`src/core/dual_jk_pkg.sv`:
```
// Overview of operation
// - The block holds two storage cells that share no state or pins; only clk, rst and ce are common to both.
// - A cell changes its clocked state only on a low-to-high change of its own clock pin.
// - Capture depends on the edge alone, and one qualifying edge gives exactly one update.
// - On a rising edge with both direct inputs high, J/K-bar 00 clears, 10 toggles, 01 holds, 11 sets.
// - J and K-bar are taken as they stood just before the edge; with no rising edge the state holds.
// - With J and K-bar tied together, a cell loads the shared value on each rising edge.
// - A low direct preset drives the true output high and the complement low without a clock edge.
// - A low direct clear drives the true output low and the complement high without a clock edge.
// - Direct preset and direct clear low together drive both outputs high.
package dual_jk_pkg;

  // ==========================================================
  // Cell count and synchroniser bit layout
  localparam int CELLS   = 2;
  localparam int SYNC_W  = 5 * CELLS;
  localparam int CLK_LSB = 0;
  localparam int J_LSB   = 2;
  localparam int KN_LSB  = 4;
  localparam int PRE_LSB = 6;
  localparam int CLR_LSB = 8;

  // ==========================================================
  // Reset values: direct inputs idle high, clock and data low
  localparam logic [SYNC_W-1:0] SYNC_RST  = 10'h3C0;
  localparam logic              STATE_RST = 1'b0;

  // ==========================================================
  // Action selected by {J, K-bar}
  typedef enum logic [1:0] {
    JK_CLEAR  = 2'b00,
    JK_HOLD   = 2'b01,
    JK_TOGGLE = 2'b10,
    JK_SET    = 2'b11
  } jk_action_t;

endpackage : dual_jk_pkg

```
`src/core/dual_jk_edge_flip_flop.sv`:
```
`timescale 1ns/1ps
`default_nettype none
module dual_jk_edge_flip_flop (
  input  wire logic                         clk,
  input  wire logic                         rst,
  input  wire logic                         ce,
  input  wire logic [dual_jk_pkg::CELLS-1:0] edge_clock,
  input  wire logic [dual_jk_pkg::CELLS-1:0] j_in,
  input  wire logic [dual_jk_pkg::CELLS-1:0] k_n_in,
  input  wire logic [dual_jk_pkg::CELLS-1:0] direct_preset_n,
  input  wire logic [dual_jk_pkg::CELLS-1:0] direct_clear_n,
  output var  logic [dual_jk_pkg::CELLS-1:0] state_out,
  output var  logic [dual_jk_pkg::CELLS-1:0] state_out_n
);

  localparam int N = dual_jk_pkg::CELLS;

  // ==========================================================
  // Pin synchronisers, all pins of both cells in one bank
  logic [dual_jk_pkg::SYNC_W-1:0] pins_raw;
  logic [dual_jk_pkg::SYNC_W-1:0] pins_s;
  logic [N-1:0]                   clk_s;
  logic [N-1:0]                   j_s;
  logic [N-1:0]                   kn_s;
  logic [N-1:0]                   pre_s;
  logic [N-1:0]                   clr_s;

  assign pins_raw = {direct_clear_n, direct_preset_n, k_n_in, j_in, edge_clock};

  pin_sync #(
    .W       (dual_jk_pkg::SYNC_W),
    .RST_VAL (dual_jk_pkg::SYNC_RST)
  ) u_sync (
    .clk (clk),
    .rst (rst),
    .ce  (ce),
    .d   (pins_raw),
    .q   (pins_s)
  );

  assign clk_s = pins_s[dual_jk_pkg::CLK_LSB +: N];
  assign j_s   = pins_s[dual_jk_pkg::J_LSB   +: N];
  assign kn_s  = pins_s[dual_jk_pkg::KN_LSB  +: N];
  assign pre_s = pins_s[dual_jk_pkg::PRE_LSB +: N];
  assign clr_s = pins_s[dual_jk_pkg::CLR_LSB +: N];

  // ==========================================================
  // Next-state of one cell from {J, K-bar}
  function automatic logic jk_next(input logic j, input logic kn, input logic q);
    logic r;
    r = q;
    case (dual_jk_pkg::jk_action_t'({j, kn}))
      dual_jk_pkg::JK_CLEAR:  r = 1'b0;
      dual_jk_pkg::JK_TOGGLE: r = ~q;
      dual_jk_pkg::JK_HOLD:   r = q;
      dual_jk_pkg::JK_SET:    r = 1'b1;
      default:                r = q;
    endcase
    return r;
  endfunction : jk_next

  // ==========================================================
  // Cell state; each index touches only its own pins
  logic [N-1:0] clk_prev_r;
  logic [N-1:0] clk_prev_nxt;
  logic [N-1:0] j_prev_r;
  logic [N-1:0] j_prev_nxt;
  logic [N-1:0] kn_prev_r;
  logic [N-1:0] kn_prev_nxt;
  logic [N-1:0] q_r;
  logic [N-1:0] q_nxt;
  logic [N-1:0] q_out_r;
  logic [N-1:0] q_out_nxt;
  logic [N-1:0] q_n_out_r;
  logic [N-1:0] q_n_out_nxt;
  logic [N-1:0] rise;
  logic [N-1:0] async_ok;

  always_comb begin
    for (int i = 0; i < N; i++) begin
      // Edge seen only as a change of the filtered level, so slow edges give one event
      rise[i]         = clk_s[i] & ~clk_prev_r[i];
      async_ok[i]     = pre_s[i] & clr_s[i];
      // Data from the cycle before the edge: stands in for the setup window
      clk_prev_nxt[i] = clk_s[i];
      j_prev_nxt[i]   = j_s[i];
      kn_prev_nxt[i]  = kn_s[i];
      q_nxt[i]        = q_r[i];
      if (!pre_s[i]) begin
        q_nxt[i] = 1'b1;
      end else if (!clr_s[i]) begin
        q_nxt[i] = 1'b0;
      end else if (rise[i]) begin
        q_nxt[i] = jk_next(j_prev_r[i], kn_prev_r[i], q_r[i]);
      end
      // Both direct inputs low: both outputs high, state left preset
      q_out_nxt[i]   = q_nxt[i] | ~pre_s[i];
      q_n_out_nxt[i] = ~q_nxt[i] | ~clr_s[i];
    end
  end

  always_ff @(posedge clk) begin
    if (rst) begin
      clk_prev_r <= '0;
      j_prev_r   <= '0;
      kn_prev_r  <= '0;
      q_r        <= {N{dual_jk_pkg::STATE_RST}};
      q_out_r    <= {N{dual_jk_pkg::STATE_RST}};
      q_n_out_r  <= {N{~dual_jk_pkg::STATE_RST}};
    end else if (ce) begin
      clk_prev_r <= clk_prev_nxt;
      j_prev_r   <= j_prev_nxt;
      kn_prev_r  <= kn_prev_nxt;
      q_r        <= q_nxt;
      q_out_r    <= q_out_nxt;
      q_n_out_r  <= q_n_out_nxt;
    end
  end

  assign state_out   = q_out_r;
  assign state_out_n = q_n_out_r;

  for (genvar g = 0; g < N; g++) begin : g_chk

  end
endmodule : dual_jk_edge_flip_flop
`default_nettype wire

```
`src/core/pin_sync.sv`:
```
`timescale 1ns/1ps
`default_nettype none
module pin_sync #(
  parameter int          W       = 1,
  parameter logic [W-1:0] RST_VAL = '0
) (
  input  wire logic         clk,
  input  wire logic         rst,
  input  wire logic         ce,
  input  wire logic [W-1:0] d,
  output var  logic [W-1:0] q
);

  // ==========================================================
  // Three-stage capture; a level counts once stages two and three agree
  logic [W-1:0] s1_r;
  logic [W-1:0] s2_r;
  logic [W-1:0] s3_r;
  logic [W-1:0] q_r;
  logic [W-1:0] q_nxt;

  always_comb begin
    q_nxt = ((s2_r ~^ s3_r) & s3_r) | ((s2_r ^ s3_r) & q_r);
  end

  always_ff @(posedge clk) begin
    if (rst) begin
      s1_r <= RST_VAL;
      s2_r <= RST_VAL;
      s3_r <= RST_VAL;
      q_r  <= RST_VAL;
    end else if (ce) begin
      s1_r <= d;
      s2_r <= s1_r;
      s3_r <= s2_r;
      q_r  <= q_nxt;
    end
  end

  assign q = q_r;

endmodule : pin_sync
`default_nettype wire
```
`config.mk`:
```
export PLATFORM = sky130hd
export DESIGN_NAME = dual_jk_edge_flip_flop
export DESIGN_NICKNAME = d
export VERILOG_FILES = /design/src/core/dual_jk_pkg.sv /design/src/core/dual_jk_edge_flip_flop.sv /design/src/core/pin_sync.sv
export SDC_FILE = /design/constraint.sdc
export NUM_CORES = 1
export LEC_CHECK = 0
export ABC_AREA = 1
export BUFFER_PORTS_ARGS = -buffer_cell sky130_fd_sc_hd__clkbuf_2
export CELL_PAD_IN_SITES_DETAIL_PLACEMENT = 0
export CELL_PAD_IN_SITES_GLOBAL_PLACEMENT = 2
export CORE_AREA = 2 2 65 97
export DETAILED_ROUTE_END_ITERATION = 8
export DIE_AREA = 0 0 67 99
export HOLD_SLACK_MARGIN = 0.05
export PLACE_DENSITY = 0.74
export SYNTH_ARGS = -nofsm -noshare
export SYNTH_HDL_FRONTEND = slang
export SYNTH_SLANG_ARGS = --single-unit
```
`constraint.sdc`:
```
create_clock -name clk -period 2.8 [get_ports clk]
set_input_delay 0.7 -clock clk [delete_from_list [all_inputs] [get_ports clk]]
set_output_delay 0.7 -clock clk [all_outputs]
set_load 0.01 [all_outputs]
```
==> metrics.md <==
| Metric | Value |
|---|---|
| Post-Layout Inst Area | `2130 um2` |
| Share of the synthesized area in the top cell type | `51.0%` |
| IO Port Bufs | `16` |
| TritonCTS Buffers | `5` |
| Worst Tran Pin Value | `466 ps` |
| Clock sink count | `50` |
| # IOs | `17` |
| Htree depth | `2` |
| Power Dens Cells | `622 nW/um2` |
| Critical path arrival | `1760 ps` |
| Hold path depth | `2` |
| Setup Viol. Count Final | `0` |
| RSZ-0062 raised after global routing | `false` |
| Met2 wire length | `1.89 mm` |
| Post-Route M1 WL | `1.83 mm` |
| Grt ovf | `0` |
| Pre-Repair DR Iteration Count | `4` |
| Setup Fix Bufs, Post-CTS | `0` |
| Register area | `1000 um2` |
| Placed inst area | `2040 um2` |
| DRC Markers | `0` |
| Clock transition at path regs | `80 ps` |
| Antenna Nets Post-Route | `0` |
| Initial antenna violation count | `0` |
| Nets | `280` |
| Maximum clock insertion buffer count | `2` |
| Distinct cells, synth | `14` |
| Fraction of layout cells with a size suffix above 1 | `10.1%` |
| CTS resizes | `0` |
| DR vias | `1549` |
| FF-to-FF path depth | `3` |
| Status | `finished clean` |
| Logic gate share of total power | `9.4%` |
| Hold Buf Count CTS | `0` |
| Setup crit start kind | `input port` |
| N_diodes | `0` |
| Area of the mapped netlist | `1960 um2` |
| Switch Pwr | `326 uW` |
| Final Cycle Share | `54.5%` |
| Yosys reg bits | `50` |
| Reg2Reg Setup Slack | `1830 ps` |
| Internal power | `1.00 mW` |
| Worst R2R Start | `u_sync.s2_r[1]$_SDFFE_PP0P_` |
| Die Area | `6630 um2` |
| Worst Path Max Fanout | `31` |
| Multi-input gate area | `823 um2` |
| Clk_lat worst skew | `290 ps` |
| Worst Hold Class | `reg2reg` |
| Top_reg_cell synth | `dfxtp_1` |
| Ranking of synthesized cells by area | `dfxtp_1, nand2_1, nor2_1` |
| Worst setup EP type | `register` |
| Reg-to-reg critical path endpoint | `u_sync.q[1]$_SDFFE_PP0P_` |
| Initial Util | `34.0%` |
| Asr flop ratio synth | `0%` |
| Largest net degree at the start of global routing | `49` |
| Number of global-route vias before repair | `1529` |
| Post-detail-place hpwl | `2.39 mm` |
| Seq/Total Area, Yosys | `51.0%` |
| Hold WS | `462 ps` |
| Mapped Cells | `248` |
| Crit path time final | `1530 ps` |
| Setup Skew | `7.28 ps` |
| Met3 wire length | `105 um` |
| Area leader, netlist | `dfxtp_1` |
| Avg Vias per Cell | `4.69` |
| Die X | `67 um` |
| Max_cap viols | `0` |
| Critical Path RT | `3030 ps` |
| Maximum vdd drop | `0.000364 V` |
| First-pass GRT wire length | `6.82 mm` |
| Area grow syn2layout | `8.60%` |
| Net count after synthesis | `271` |
| WL final | `3.87 mm` |
| Avg Synthesized Cell Area | `7.92 um2` |
| Wire per inst | `11.7 um` |
| Total GRT Usage | `13.3%` |
| Placeable Area | `5790 um2` |
| Initial DRC Count | `53` |
| TritonCTS clock tree | `yes` |
| Setup TNS | `0 ps` |
| Commonest cells post-synth | `dfxtp_1, nand2_1, nor2_1` |
| Clock Tree Root | `clkbuf_8` |
| Relative slew slack | `68.9%` |
| Endpoints failing hold | `0` |
| Worst hold path endpoint | `u_sync.s1_r[8]$_SDFFE_PP1P_` |
| FP Rows | `34` |
| Switching part of the total | `24.6%` |
| # fillers | `651` |
| Synth warn | `0` |
| Chip height | `99 um` |
| Lkg Pwr | `0.957 nW` |
| Highest Signal Layer | `met4` |
| Crit Path Category | `in2reg` |
| Max Clk Rate | `0.655 GHz` |
| Final Max Slew Viols | `0` |
| RePlAce Congestion | `0.662` |
| Share of power burned in registers | `58.7%` |
| Clock power frac | `31.9%` |
| Post-synth EDFFs | `0` |
| HP Start | `u_sync.s1_r[8]$_SDFFE_PP1P_` |
==> kinds of logic (layout without fill, tap and decap cells) <==
kind of cell    count (synthesis)  in the layout  share of synthesized area [%]
simple gates                  116            116                           23.3
compound gates                 48             48                           12.2
fa+ha+maj                      10             10                           6.37
flops                          50             50                           51.0
buf+inv                        24             34                           7.13
==> cells in the final DEF, fill, tap and decap left out <==
master | Yosys | final
nand2_1 | 50 | 50
dfxtp_1 | 50 | 50
nor2_1 | 48 | 48
o21ai_0 | 34 | 34
nand3_1 | 18 | 18
clkbuf_2 | 2 | 16
a21oi_1 | 14 | 14
ha_1 | 10 | 10
inv_1 | 7 | 7
clkbuf_8 | 0 | 6
buf_4 | 2 | 2
inv_4 | 1 | 1
clkinv_2 | 0 | 1
clkbuf_1 | 2 | 1
==> registers in the layout (all words and copies together), names as in the netlist <==
name and count:
j_prev_r 2, kn_prev_r 2, u_sync.q 10, q_r 2, u_sync.s1_r 10, u_sync.s3_r 10, clk_prev_r 2, state_out_n 2
u_sync.s2_r 10
==> how the worst max path moves through the flow <==
| stage | from | end | slack, ps |
|---|---|---|---|
| after floorplan | ce | u_sync.s1_r[0]$_SDFFE_PP0P_ | 1500 |
| after global placement | rst | clk_prev_r[0]$_SDFFE_PP0P_ | 960 |
| after detailed placement | rst | clk_prev_r[1]$_SDFFE_PP0P_ | 920 |
| after CTS | rst | clk_prev_r[1]$_SDFFE_PP0P_ | 1240 |
| after global routing | rst | clk_prev_r[0]$_SDFFE_PP0P_ | 1130 |
| final | rst | clk_prev_r[0]$_SDFFE_PP0P_ | 1270 |
==> power by group through the flow <==
stage                     Sequential (mW)  Clock (mW)  Combinational (mW)
after floorplan                     0.790           0              0.0999
after global placement              0.797           0               0.128
after detailed placement            0.796           0               0.128
after CTS                           0.779       0.444               0.129
after global routing                0.785       0.475               0.149
final                               0.779       0.423               0.124
==> area by class of cell <==
cell class              count  area share (%)
clock buffers               7            4.05
clock inverters             1           0.235
inverters                   8            1.52
multi-input cells         174            38.6
flip-flops and latches     50            46.9
well taps                  72            4.22
repair buffers             18            4.46
==> per-layer routing <==
metal,vias up,track usage [%]
li1,820,-
met4,0,4.24
met5,-,0
met3,4,3.88
met1,704,16.3
met2,21,22.0
==> stage by stage <==
step                      std cells  worst slack (ps)  total power [mW]  util, %
after floorplan                 248              1500             0.890        -
after global placement          322               957             0.924     35.3
after detailed placement        322               922             0.923     35.3
after CTS                       330              1240              1.35     36.9
after global routing            330              1130              1.41     36.9
final                           330              1270              1.33     36.9
==> worst max-delay path, cell delays in order <==
cell	delay, ps
clkbuf_2	220
inv_1	220
buf_4	350
o21ai_0	140
a21oi_1	120
Power figures use the tool's default switching activity.
